### src/hw/exciter_pkg.sv
// Shared constants and types of the exciter controller interface
package exciter_pkg;

  // ************************************************************
  // Clock and reference timing
  // ************************************************************
  localparam int SYS_CLOCK_HZ = 100_000_000;
  localparam int REF_CLOCK_HZ = 10_000_000;
  // System cycles per reference period, the reference tick rate
  localparam int REF_TICK_CYCLES = SYS_CLOCK_HZ / REF_CLOCK_HZ;
  localparam int REF_COUNT_W = 4;
  localparam logic [REF_COUNT_W-1:0] REF_COUNT_LAST = REF_COUNT_W'(REF_TICK_CYCLES - 1);
  localparam logic [REF_COUNT_W-1:0] REF_COUNT_RESET = 4'h0;
  // Reference ticks per half period of the converter clock
  localparam int ADC_HALF_TICKS = 4;

  // ************************************************************
  // Data widths and depths
  // ************************************************************
  localparam int SAMPLE_BITS = 16;
  localparam int FIFO_DEPTH = 32;
  localparam int DAC_BITS = 12;
  // Full-scale output of each converter half, millivolts
  localparam int DAC_FULL_SCALE_MV = 2500;

  // ************************************************************
  // Fixed strap levels
  // ************************************************************
  localparam logic FSK_TIED_LEVEL = 1'b0;
  localparam logic CHAN_PICK_C_LEVEL = 1'b1;

  // Positions of the strap inputs in the synchroniser vector
  localparam int STRAP_FSK_A = 0;
  localparam int STRAP_FSK_B = 1;
  localparam int STRAP_CHAN_A = 2;
  localparam int STRAP_CHAN_B = 3;
  localparam int STRAP_MODE = 4;
  localparam int STRAP_RX_FAULT = 5;
  localparam int STRAP_RX_SQUELCH = 6;
  localparam int STRAP_COUNT = 7;

  // ************************************************************
  // Types
  // ************************************************************
  typedef enum logic [2:0] {
    CHANNEL_1 = 3'h1,
    CHANNEL_2 = 3'h2,
    CHANNEL_3 = 3'h3,
    CHANNEL_4 = 3'h4
  } channel_t;

  typedef enum logic {
    MODE_ANALOG = 1'b0,
    MODE_FOUR_LEVEL = 1'b1
  } mode_t;

  typedef enum logic {
    POWER_HALF_FORWARD = 1'b0,
    POWER_HALF_REFLECTED = 1'b1
  } power_half_t;

  typedef enum logic {
    LINK_IDLE = 1'b0,
    LINK_SHIFT = 1'b1
  } link_state_t;

endpackage : exciter_pkg

### src/hw/sample_stream_if.sv
// Valid/ready sample stream between the interface logic and its FIFO
interface sample_stream_if #(
  parameter int WIDTH = 16
) ();
  logic valid;
  logic ready;
  logic [WIDTH-1:0] data;

  modport source (output valid, output data, input ready);
  modport sink (input valid, input data, output ready);
endinterface : sample_stream_if

### src/hw/sample_fifo.sv
// Flip-flop FIFO holding converter samples ahead of the serial link
module sample_fifo #(
  parameter int WIDTH = 16,
  parameter int DEPTH = 32
) (
  input wire logic clock,
  input wire logic resetn,
  sample_stream_if.sink fill,
  sample_stream_if.source drain
);
  localparam int AW = $clog2(DEPTH);
  localparam int CW = $clog2(DEPTH + 1);

  logic [WIDTH-1:0] store [DEPTH];
  logic [AW-1:0] wr_index;
  logic [AW-1:0] rd_index;
  logic [CW-1:0] count;
  logic [AW-1:0] next_wr_index;
  logic [AW-1:0] next_rd_index;
  logic [CW-1:0] next_count;
  logic push;
  logic pop;

  // ************************************************************
  // Handshake and pointer arithmetic
  // ************************************************************
  // Full and empty come straight from the occupancy count
  assign fill.ready = (count != CW'(DEPTH));
  assign drain.valid = (count != '0);
  assign drain.data = store[rd_index];
  assign push = fill.valid && fill.ready;
  assign pop = drain.valid && drain.ready;

  // Next pointers wrap explicitly so depth need not be a power of two
  always_comb begin
    next_wr_index = wr_index;
    next_rd_index = rd_index;
    next_count = count;
    if (push) begin
      next_wr_index = (wr_index == AW'(DEPTH - 1)) ? '0 : wr_index + 1'b1;
    end
    if (pop) begin
      next_rd_index = (rd_index == AW'(DEPTH - 1)) ? '0 : rd_index + 1'b1;
    end
    if (push && !pop) begin
      next_count = count + 1'b1;
    end else if (pop && !push) begin
      next_count = count - 1'b1;
    end
  end

  // Pointer registers
  always_ff @(posedge clock) begin
    if (!resetn) begin
      wr_index <= '0;
      rd_index <= '0;
      count <= '0;
    end else begin
      wr_index <= next_wr_index;
      rd_index <= next_rd_index;
      count <= next_count;
    end
  end

  // Storage needs no reset; occupancy guards every read
  always_ff @(posedge clock) begin
    if (push) begin
      store[wr_index] <= fill.data;
    end
  end
endmodule : sample_fifo

### src/hw/exciter_controller_interface.sv
// Controller-side interface logic of the paging exciter
module exciter_controller_interface
  import exciter_pkg::*;
#(
  parameter int SAMPLE_WIDTH = SAMPLE_BITS,
  parameter int DEPTH = FIFO_DEPTH,
  parameter int DAC_WIDTH = DAC_BITS,
  parameter int ADC_HALF = ADC_HALF_TICKS
) (
  input wire logic clock,
  input wire logic resetn,
  // Straps from the transmitter controller
  input wire logic fsk_symbol_a,
  input wire logic fsk_symbol_b,
  input wire logic chan_pick_a,
  input wire logic chan_pick_b,
  input wire logic mode_pick,
  // Standard receiver status
  input wire logic receiver_fault_in,
  input wire logic receiver_squelch_in,
  // Modulator symbol input, four bits
  output logic [3:0] modulator_symbol,
  output logic fsk_symbol_bit_d,
  output channel_t selected_channel,
  output logic chan_pick_c,
  output mode_t selected_mode,
  output logic receiver_fault,
  output logic receiver_unsquelched,
  // Audio converter side
  output logic adc_clock,
  input wire logic adc_sample_valid,
  input wire logic [SAMPLE_WIDTH-1:0] adc_sample_data,
  output logic adc_sample_ready,
  // Synchronous serial link to the modulator
  output logic link_clock,
  output logic link_frame,
  output logic link_data,
  // Power writes from the control processor
  input wire logic power_write,
  input wire logic power_select,
  input wire logic [DAC_WIDTH-1:0] power_code,
  output logic [DAC_WIDTH-1:0] forward_power_level,
  output logic [DAC_WIDTH-1:0] reflected_power_level,
  // Alarm sources and their controller outputs
  input wire logic vswr_detect,
  input wire logic temp_detect,
  input wire logic rf_drive_detect,
  input wire logic carrier_modulated,
  output logic mismatch_alarm,
  output logic temperature_alarm,
  output logic rf_drive_alarm,
  output logic modulation_indication
);
  localparam int BIT_W = $clog2(SAMPLE_WIDTH);
  localparam int ADC_W = $clog2(ADC_HALF + 1);

  // ************************************************************
  // Strap synchroniser
  // ************************************************************
  logic [STRAP_COUNT-1:0] strap_raw;
  logic [STRAP_COUNT-1:0] strap_first;
  logic [STRAP_COUNT-1:0] strap_second;

  assign strap_raw[STRAP_FSK_A] = fsk_symbol_a;
  assign strap_raw[STRAP_FSK_B] = fsk_symbol_b;
  assign strap_raw[STRAP_CHAN_A] = chan_pick_a;
  assign strap_raw[STRAP_CHAN_B] = chan_pick_b;
  assign strap_raw[STRAP_MODE] = mode_pick;
  assign strap_raw[STRAP_RX_FAULT] = receiver_fault_in;
  assign strap_raw[STRAP_RX_SQUELCH] = receiver_squelch_in;

  // Straps may change at any time; only the second stage is decoded
  always_ff @(posedge clock) begin
    if (!resetn) begin
      strap_first <= '0;
      strap_second <= '0;
    end else begin
      strap_first <= strap_raw;
      strap_second <= strap_first;
    end
  end

  // ************************************************************
  // Strap decoding
  // ************************************************************
  logic [3:0] next_modulator_symbol;
  channel_t next_channel;
  mode_t next_mode;
  logic next_rx_fault;
  logic next_rx_unsquelched;

  // Open-circuit select bit never depends on the controller
  assign chan_pick_c = CHAN_PICK_C_LEVEL;

  // Decode from the synchronised straps
  always_comb begin
    next_modulator_symbol = {FSK_TIED_LEVEL, FSK_TIED_LEVEL,
                             strap_second[STRAP_FSK_B], strap_second[STRAP_FSK_A]};
    unique case ({strap_second[STRAP_CHAN_B], strap_second[STRAP_CHAN_A]})
      2'b11: next_channel = CHANNEL_1;
      2'b10: next_channel = CHANNEL_2;
      2'b01: next_channel = CHANNEL_3;
      2'b00: next_channel = CHANNEL_4;
    endcase
    next_mode = strap_second[STRAP_MODE] ? MODE_FOUR_LEVEL : MODE_ANALOG;
    next_rx_fault = strap_second[STRAP_RX_FAULT];
    next_rx_unsquelched = strap_second[STRAP_RX_SQUELCH];
  end

  // Decoded straps held in flops
  always_ff @(posedge clock) begin
    if (!resetn) begin
      modulator_symbol <= 4'h0;
      selected_channel <= CHANNEL_4;
      selected_mode <= MODE_ANALOG;
      receiver_fault <= 1'b0;
      receiver_unsquelched <= 1'b0;
    end else begin
      modulator_symbol <= next_modulator_symbol;
      selected_channel <= next_channel;
      selected_mode <= next_mode;
      receiver_fault <= next_rx_fault;
      receiver_unsquelched <= next_rx_unsquelched;
    end
  end

  // Fourth symbol bit, always low in this variant
  assign fsk_symbol_bit_d = modulator_symbol[3];

  // ************************************************************
  // Reference tick and converter clock
  // ************************************************************
  logic [REF_COUNT_W-1:0] ref_count;
  logic [REF_COUNT_W-1:0] next_ref_count;
  logic ref_tick;
  logic [ADC_W-1:0] adc_count;
  logic [ADC_W-1:0] next_adc_count;
  logic next_adc_clock;

  assign ref_tick = (ref_count == REF_COUNT_LAST);

  // Converter clock counts reference ticks, not system cycles
  always_comb begin
    next_ref_count = ref_tick ? REF_COUNT_RESET : ref_count + 1'b1;
    next_adc_count = adc_count;
    next_adc_clock = adc_clock;
    if (ref_tick) begin
      if (adc_count == ADC_W'(ADC_HALF - 1)) begin
        next_adc_count = '0;
        next_adc_clock = !adc_clock;
      end else begin
        next_adc_count = adc_count + 1'b1;
      end
    end
  end

  // Divider registers
  always_ff @(posedge clock) begin
    if (!resetn) begin
      ref_count <= REF_COUNT_RESET;
      adc_count <= '0;
      adc_clock <= 1'b0;
    end else begin
      ref_count <= next_ref_count;
      adc_count <= next_adc_count;
      adc_clock <= next_adc_clock;
    end
  end

  // ************************************************************
  // Sample FIFO
  // ************************************************************
  sample_stream_if #(.WIDTH(SAMPLE_WIDTH)) fill_stream ();
  sample_stream_if #(.WIDTH(SAMPLE_WIDTH)) drain_stream ();

  assign fill_stream.valid = adc_sample_valid;
  assign fill_stream.data = adc_sample_data;
  // Converter stalls once the FIFO is full
  assign adc_sample_ready = fill_stream.ready;

  sample_fifo #(
    .WIDTH(SAMPLE_WIDTH),
    .DEPTH(DEPTH)
  ) sample_buffer (
    .clock(clock),
    .resetn(resetn),
    .fill(fill_stream),
    .drain(drain_stream)
  );

  // ************************************************************
  // Serial link to the modulator
  // ************************************************************
  link_state_t link_state;
  link_state_t next_link_state;
  logic [SAMPLE_WIDTH-1:0] shift_word;
  logic [SAMPLE_WIDTH-1:0] next_shift_word;
  logic [BIT_W-1:0] bit_count;
  logic [BIT_W-1:0] next_bit_count;
  logic next_link_clock;
  logic next_link_frame;
  logic link_load;

  // Words leave only in analog mode; in four-level mode the FIFO fills
  assign link_load = (link_state == LINK_IDLE) && ref_tick && (selected_mode == MODE_ANALOG);
  assign drain_stream.ready = link_load;

  // Bits launch on falling link clock, modulator samples on rising
  always_comb begin
    next_link_state = link_state;
    next_shift_word = shift_word;
    next_bit_count = bit_count;
    next_link_clock = link_clock;
    next_link_frame = link_frame;
    unique case (link_state)
      LINK_IDLE: begin
        if (link_load && drain_stream.valid) begin
          next_shift_word = drain_stream.data;
          next_bit_count = '0;
          next_link_clock = 1'b0;
          next_link_frame = 1'b1;
          next_link_state = LINK_SHIFT;
        end
      end
      LINK_SHIFT: begin
        if (ref_tick) begin
          if (!link_clock) begin
            next_link_clock = 1'b1;
          end else if (bit_count == BIT_W'(SAMPLE_WIDTH - 1)) begin
            // Clock rests high between words
            next_link_frame = 1'b0;
            next_link_state = LINK_IDLE;
          end else begin
            next_link_clock = 1'b0;
            next_link_frame = 1'b0;
            next_shift_word = {shift_word[SAMPLE_WIDTH-2:0], 1'b0};
            next_bit_count = bit_count + 1'b1;
          end
        end
      end
    endcase
  end

  // Link registers; data is the word's top bit, sent first
  always_ff @(posedge clock) begin
    if (!resetn) begin
      link_state <= LINK_IDLE;
      shift_word <= '0;
      bit_count <= '0;
      link_clock <= 1'b1;
      link_frame <= 1'b0;
    end else begin
      link_state <= next_link_state;
      shift_word <= next_shift_word;
      bit_count <= next_bit_count;
      link_clock <= next_link_clock;
      link_frame <= next_link_frame;
    end
  end

  assign link_data = shift_word[SAMPLE_WIDTH-1];

  // ************************************************************
  // Dual power converter and alarms
  // ************************************************************
  logic [DAC_WIDTH-1:0] next_forward;
  logic [DAC_WIDTH-1:0] next_reflected;

  // Gating steers each write to one half only; the other holds
  always_comb begin
    next_forward = forward_power_level;
    next_reflected = reflected_power_level;
    if (power_write && (power_select == POWER_HALF_FORWARD)) begin
      next_forward = power_code;
    end
    if (power_write && (power_select == POWER_HALF_REFLECTED)) begin
      next_reflected = power_code;
    end
  end

  // Code is the level; all ones stands for full scale
  always_ff @(posedge clock) begin
    if (!resetn) begin
      forward_power_level <= '0;
      reflected_power_level <= '0;
    end else begin
      forward_power_level <= next_forward;
      reflected_power_level <= next_reflected;
    end
  end

  // Alarm lines registered so the controller sees clean levels
  always_ff @(posedge clock) begin
    if (!resetn) begin
      mismatch_alarm <= 1'b0;
      temperature_alarm <= 1'b0;
      rf_drive_alarm <= 1'b0;
      modulation_indication <= 1'b0;
    end else begin
      mismatch_alarm <= vswr_detect;
      temperature_alarm <= temp_detect;
      rf_drive_alarm <= rf_drive_detect;
      modulation_indication <= carrier_modulated;
    end
  end
endmodule : exciter_controller_interface

### config.mk
export PLATFORM = sky130hd
export DESIGN_NAME = exciter_controller_interface
export DESIGN_NICKNAME = d
export VERILOG_FILES = /design/src/hw/exciter_pkg.sv /design/src/hw/sample_stream_if.sv /design/src/hw/sample_fifo.sv /design/src/hw/exciter_controller_interface.sv
export SDC_FILE = /design/constraint.sdc
export NUM_CORES = 1
export LEC_CHECK = 0
export BUFFER_PORTS_ARGS = -buffer_cell sky130_fd_sc_hd__clkbuf_2
export CAP_MARGIN = 20
export CORE_AREA = 2 2 211 213
export CTS_BUF_LIST = sky130_fd_sc_hd__clkbuf_2 sky130_fd_sc_hd__clkbuf_4 sky130_fd_sc_hd__clkbuf_8
export DETAILED_ROUTE_END_ITERATION = 8
export DIE_AREA = 0 0 213 215
export HOLD_SLACK_MARGIN = 0.03
export PLACE_DENSITY = 0.71
export SKIP_CTS_REPAIR_TIMING = 1
export SLEW_MARGIN = 5
export SYNTH_ARGS = -nofsm -noshare
export SYNTH_HDL_FRONTEND = slang
export SYNTH_SLANG_ARGS = --single-unit
### constraint.sdc
create_clock -name clock -period 7.41 [get_ports clock]
set_input_delay 0.741 -clock clock [delete_from_list [all_inputs] [get_ports clock]]
set_output_delay 0.741 -clock clock [all_outputs]
set_load 0.01 [all_outputs]
==> flow_summary.toml, run 1 <==
[synth]
synth_area_leader_cell = "edfxtp_1"
synth_warnings = 0
synth.most_common_cell = "edfxtp_1"
ys_top_cells_by_area = "edfxtp_1 65%, mux4_2 12%, dfxtp_1 8.6%, nand2_1 1.3%, a21boi_0 1.1%"
yosysTopAreaCellShare = 0.648
avgSynthCellArea_sq_um = 18.2
yosysUniqueCellTypes = 61
synthCells = 1302
yosysSeqAreaShare = 0.734
synthTopCellsByCount = "512 x edfxtp_1, 127 x mux4_2, 102 x dfxtp_1"
ys_seq_elements = 614
synth_edf_count = 512
synth-async-reset-ratio = 0
synthesis.area_sq_um = 23700
ys.flop_type = "edfxtp_1"

[clock_network]
insertion_delay_ns = 0.70
clk_path_buf_depth = 3
cts_tree = "built"
clockRootBuffer = "clkbuf_8"
clk_pin_slew_ns = 0.06
clock-sinks = 614
cts_buffers = 97
htree_levels = 3

[setup_path]
reg2reg_depth = 6
cp-end-kind = "register"
critical_path_class = "register to register"
arrival_ns = 4.05
start_kind = "register"
crit_required_ns = 7.99
cp_max_fo = 37

[cells_and_area]
drive_gt1_frac = 0.287
syn2layout_area_growth_pct = 13.1
layout.nets = 1519
num_antenna_cells = 0
final_cell_area_sq_um = 26800

[route]
ant_nets = 0
finalWirelength_um = 51200
drtIter0Drc = 1370
drt_pass1_iterations = 6
route.detailed.wl_per_inst_um = 24.1
viasPerCell = 5.97
drc = 0
vias = 12700

[place]
postPlaceCellArea_sq_um = 24800
dp_hpwl_um = 30700
numPortBuffers = 84
place_congestion = 0.823

[pwr]
power_uw = 7070
p_leak_uw = 0.00883
powerDensity_nw_per_um2 = 263
ir_worst_vdd_mv = 0.157

[floorplanning]
start_util = 0.543
io_pins = 89
die_w_um = 213
core_region_area_sq_um = 43600
die_area_sq_um = 45800
fp.dieH_um = 215
num_rows = 77

[global_route]
antenna_found_initial = 0
grt_max_degree = 103
grt_pass1_vias = 12600
grt_pass1_wl_um = 77100
overflow = 0
groute.usage.overall = 0.231

[sta]
hold_viol = 0
min_period_ns = 3.47
worst_clock_skew_ns = 0.0431
min_period_over_period = 0.468
fmax_mhz = 288
finalSetupViolCount = 0
slew_headroom = 0.268
rsz0062_at_grt = "false"
setup-tns-final_ns = 0
timing_worst_slew_pin_value_ns = 1.09
drv_slew = 0

[worst_hold_path]
min_delay_path_depth = 2
hold_class = "input pin to register"
holdCritStartpoint = "temp_detect"

[run_status]
status = "completed"

[flow_run]
maxCapViolations = 0
cells by family after synthesis:
group           count (synthesis)  synth area share
fa+ha+maj                      20            0.0109
flops                         614             0.734
buf+inv                        83            0.0172
other cells                     2          0.000317
xor+xnor                        7           0.00259
compound gates                153            0.0479
simple gates                  274            0.0566
mux                           149             0.130
worst max-delay path: stages, from the launching register on:
cell and delay (ns):
dfxtp_4 0.75, buf_4 0.66, buf_4 0.65, mux4_2 0.59, mux4_2 0.48, mux2i_1 0.14, o21ai_0 0.08
metal layers:
layer  track usage  vias to the layer above  part of all wire  routed length, um
met1         0.321                     6494              0.40              20400
met3        0.0522                      111             0.088               4520
met5             0                        -                 0                  0
met2         0.360                      582              0.48              24700
met4        0.0839                        0             0.032               1630
li1              -                     5495                 -                  -
stage by stage:
stage | std cells | hold WS, ns | setup slack (ns) | utilization
2_1_floorplan | 1304 | 0.407 | 4.41 | -
3_3_place_gp | 1948 | 0.414 | 3.82 | 0.569
3_5_place_dp | 1948 | 0.422 | 3.80 | 0.569
4_1_cts | 2126 | 0.227 | 3.82 | 0.615
5_1_grt | 2126 | 0.246 | 3.56 | 0.615
6_report | 2126 | 0.281 | 3.94 | 0.615
flip-flops by register name (all words and copies together) (netlist names), 2 cells and up, named ones only:
register,cells
adc_count,3
bit_count,4
forward_power_level,12
modulator_symbol,2
ref_count,4
reflected_power_level,12
sample_buffer.count,6
sample_buffer.rd_index,5
sample_buffer.store,512
sample_buffer.wr_index,5
selected_channel,3
shift_word,16
strap_first,7
strap_second,7
where the power goes:
group | total [uW] | leakage, uW | switching (uW) | internal [uW]
Combinational | 324 | 0.00232 | 199 | 125
Clock | 2900 | 0.00106 | 1290 | 1610
Sequential | 3840 | 0.00545 | 38.5 | 3800
layout by cell type (no fill, tap or decap), drive strengths merged, types with 7 or more instances in the layout:
cell type / Yosys / layout
a22o: 15 / 15
nand2b: 8 / 8
edfxtp: 512 / 512
ha: 19 / 19
a221oi: 8 / 8
mux2i: 19 / 19
a21oi: 18 / 18
a21boi: 35 / 35
o22ai: 19 / 19
nand2: 86 / 86
a22oi: 10 / 10
nor2: 55 / 55
and2: 33 / 33
nand3: 38 / 38
clkbuf: 31 / 233
nor3: 8 / 8
o21ai: 19 / 19
mux4: 127 / 127
buf: 41 / 40
nand3b: 7 / 7
nor2b: 10 / 10
clkinv: 0 / 20
inv: 11 / 16
dfxtp: 102 / 102
path summary, 6_finish.rpt:
check / slack [ns] / endpoint
worst min register to register: 0.43 / strap_second[5]
worst max register to register: 3.94 / shift_word[0]
worst min-delay path: 0.28 / temperature_alarm
worst max-delay path: 3.94 / shift_word[0]
layout make-up:
type	instances	area (sq um)
Multi-Input combinational cell	607	5900
Inverter	11	41.3
Clock inverter	29	215
Sequential cell	614	17400
Clock buffer	149	1780
Tap cell	592	741
Timing Repair Buffer	124	721
Fill cell	3092	16800
No activity file was read; power rests on OpenSTA's default activity.
==> run 2, diff against run 1 <==
--- a/config.mk
+++ b/config.mk
@@ -5,12 +5,13 @@
 export SDC_FILE = /design/constraint.sdc
 export NUM_CORES = 1
 export LEC_CHECK = 0
+export ABC_AREA = 1
 export BUFFER_PORTS_ARGS = -buffer_cell sky130_fd_sc_hd__clkbuf_2
 export CAP_MARGIN = 20
-export CORE_AREA = 2 2 211 213
+export CORE_AREA = 2 2 219 221
 export CTS_BUF_LIST = sky130_fd_sc_hd__clkbuf_2 sky130_fd_sc_hd__clkbuf_4 sky130_fd_sc_hd__clkbuf_8
 export DETAILED_ROUTE_END_ITERATION = 8
-export DIE_AREA = 0 0 213 215
+export DIE_AREA = 0 0 221 223
 export HOLD_SLACK_MARGIN = 0.03
 export PLACE_DENSITY = 0.71
 export SKIP_CTS_REPAIR_TIMING = 1
==> constraint.sdc (replaced) <==
create_clock -name clock -period 3.55 [get_ports clock]
set_input_delay 0.355 -clock clock [delete_from_list [all_inputs] [get_ports clock]]
set_output_delay 0.355 -clock clock [all_outputs]
set_load 0.01 [all_outputs]
==> run 2 against run 1 <==
Worst hold slack lost 0.19 ns. Clock-buffer cell count rose by 1. Cell count rose by 56%. Sequential power rose by 110%. Largest cell class unchanged. Non-clock buffer count is 38 higher. Power increased by 110%. Highest routed layer unchanged. Register-to-register slack worse by 3.0 ns. Synthesized area is 7.9% higher. Largest power group unchanged. Clock skew decreased by 0.011 ns. Global-route usage rose by 3.1 points.
==> flow_summary.toml, run 2 <==
[synth]
yosysTopAreaCellShare = 0.601
synth_compound_area_frac = 0.0215
synth_top_family_by_area = "simple AND/OR/NAND/NOR gates"
synth-async-reset-ratio = 0
synthTopCellsByCount = "890 x nand2_1, 512 x edfxtp_1, 348 x nand3_1"
synthCells = 2482
yosysSeqAreaShare = 0.680
ys_seq_elements = 614
synth_warnings = 0
synthSimpleGateAreaFrac = 0.223
synthAdderAreaFrac = 0.0101
synth_area_leader_cell = "edfxtp_1"
avgSynthCellArea_sq_um = 10.3
synth.most_common_cell = "nand2_1"
ys_top_cells_by_area = "edfxtp_1 60%, nand2_1 13%, dfxtp_1 8.0%, nand3_1 6.8%, inv_1 3.1%"
ys.flop_type = "edfxtp_1"
synth_edf_count = 512
yosysUniqueCellTypes = 39
synth_mux_area_frac = 0
synthesis.area_sq_um = 25600
synth-xor-area-share = 0.00308

[run_status]
status = "completed"

[sta]
finalSetupViolCount = 0
holdWs_ns = 0.0884
rsz0062_at_grt = "false"
hold_viol = 0
worst_clock_skew_ns = 0.0317
min_period_over_period = 0.748
drv_slew = 0
slew_headroom = 0.386
timing_worst_slew_pin_value_ns = 0.921
min_period_ns = 2.66
fmax_mhz = 377
setup-tns-final_ns = 0

[setup_path]
cp_cell_sequence = "ha_1 -> nand3_4 -> nor3_4 -> nand2_4 -> ha_1 -> inv_1 -> ha_1 -> a21oi_1 -> nand2_1 -> xor2_1 -> o21ai_0 -> inv_1"
cp-endpoint = "sample_buffer.count[3]"
reg2reg_depth = 12
cpMaxStageDelayCell = "dfxtp_1"
crit_buf_inv = 2
start_kind = "register"
critical-path-max-stage-delay_ns = 0.39
critical_path_class = "register to register"
cp_top_family = "adder cells"
crit_start = "ref_count[0]"
cp.depth = 12
cp-end-kind = "register"
reg2reg_setup_slack_ns = 0.89
cp_max_fo = 10
cpMostUsedCell = "ha_1"
reg2reg_to = "sample_buffer.count[3]"
r2r_start = "ref_count[0]"
arrival_ns = 3.25
crit_required_ns = 4.14

[pwr]
p_leak_uw = 0.0118
powerDensity_nw_per_um2 = 511
intPower_uw = 11500
pwr-share-clk = 0.420
seqPwrFrac = 0.541
power.switching_uw = 3240
combPwrFrac = 0.039
power_switching_share = 0.220
ir_worst_vdd_mv = 0.391

[floorplanning]
io_pins = 89
die_area_sq_um = 49300
core_region_area_sq_um = 47100
num_rows = 80
start_util = 0.543
die_w_um = 221
fp.dieH_um = 223

[global_route]
grtUsageMet3 = 0.0458
grt_pass1_vias = 17100
globalRouteMet2Util = 0.406
grt_pass1_wl_um = 98300
groute.usage.overall = 0.262
gr-max-usage-layer = "met2"
grt_max_degree = 118
gr-usage-met1 = 0.372
antenna_found_initial = 1
overflow = 0

[route]
drt_pass1_iterations = 6
route.detailed.wl_per_inst_um = 19.6
finalWirelength_um = 64700
vias = 18000
ant_nets = 0
viasPerCell = 5.42
drc = 0
drtIter0Drc = 2198

[place]
dp_hpwl_um = 36700
place_congestion = 0.846
numPortBuffers = 84

[cells_and_area]
layout.nets = 2677
largest_reg_flops = 512
syn2layout_area_growth_pct = 12.5
num_antenna_cells = 0
fill_cells = 3821
reg_top3 = "sample_buffer.store x512, shift_word x16"
top_register = "sample_buffer.store"
final_cell_mix = "890 x nand2_1, 512 x edfxtp_1, 348 x nand3_1"
utilization = 0.611
mostFrequentLayoutCell = "nand2_1"
drive_gt1_frac = 0.124

[clock_network]
clockRootBuffer = "clkbuf_8"
clk_pin_slew_ns = 0.06
clock-sinks = 614
htree_levels = 3
cts_tree = "built"
insertion_delay_ns = 0.71
clk_path_buf_depth = 3
cts_buffers = 97

[flow_run]
maxCapViolations = 0

[worst_hold_path]
hold_class = "input pin to register"
==> run 2: cell types whose count changed in the layout (fill, tap and decap cells not counted), moves of 23 or more <==
cell | previous run | this run
nor2_1 | 52 | 131
dlygate4sd3_1 | 0 | 23
mux4_2 | 127 | 0
nand3_1 | 38 | 348
inv_1 | 10 | 213
nand2_1 | 85 | 890
o21ai_0 | 19 | 45
a21boi_0 | 35 | 0
and2_1 | 33 | 0
==> run 2: area by class of cell <==
type                       instances  area (sq um)  area share
clock buffer                     150          1810      0.0628
clock inverter                    30           218     0.00756
inverter                         220           838      0.0291
multi-input combinational       1518          6610       0.229
sequential                       614         17400       0.605
tap                              615           769      0.0267
timing repair buffer             162          1140      0.0395
==> run 2: through the flow <==
| step | area (sq um) | setup slack [ns] | total power (uW) | cells |
|---|---|---|---|---|
| global route | 28800 | 0.671 | 15200 | 3309 |
| CTS | 28600 | 0.930 | 14800 | 3286 |
| global placement | 26500 | 1.05 | 8630 | 3106 |
| finish | 28800 | 0.895 | 14700 | 3309 |
| floorplan | 25600 | 1.29 | 8370 | 2484 |
| detailed placement | 26500 | 0.959 | 8650 | 3106 |
==> run 2: cell families (layout without fill, tap and decap cells) <==
family / after synthesis / after routing
and+or+nand+nor: 1385 / 1385
xor gates and xnor gates: 9 / 9
buffers and inverters: 352 / 562
adders and majority gates: 20 / 20
other: 2 / 4
AOI/OAI and AO/OA: 100 / 100
DFF: 614 / 614
==> run 2: worst min-delay path by stage <==
stage,startpoint,end,slack (ns),cells past startpoint
floorplan,strap_second[0],modulator_symbol[0],0.39,2
global placement,strap_second[5],receiver_fault,0.39,2
detailed placement,strap_second[1],modulator_symbol[1],0.40,2
CTS,vswr_detect,mismatch_alarm,-0.21,3
global route,adc_sample_valid,sample_buffer.wr_index[4],0.10,3
finish,adc_sample_valid,sample_buffer.wr_index[4],0.09,3
==> run 2: power groups by stage <==
stage | Combinational (uW) | Sequential, uW | Clock, uW
floorplan | 261 | 8110 | 0
global placement | 525 | 8100 | 0
detailed placement | 544 | 8110 | 0
CTS | 547 | 7960 | 6270
global route | 626 | 7960 | 6570
finish | 575 | 7960 | 6180
==> run 2: per-layer routing <==
| layer | share of wire | vias up | wire length [um] |
|---|---|---|---|
| met2 | 0.46 | 777 | 29700 |
| met4 | 0.029 | 0 | 1890 |
| li1 | - | 8455 | - |
| met3 | 0.087 | 124 | 5620 |
| met5 | 0 | - | 0 |
| met1 | 0.43 | 8595 | 27500 |
==> run 2: tightest hold or removal path, cell delays in order <==
cell	delay (ns)
clkbuf_2	0.09
nand2_1	0.19
a21oi_1	0.10
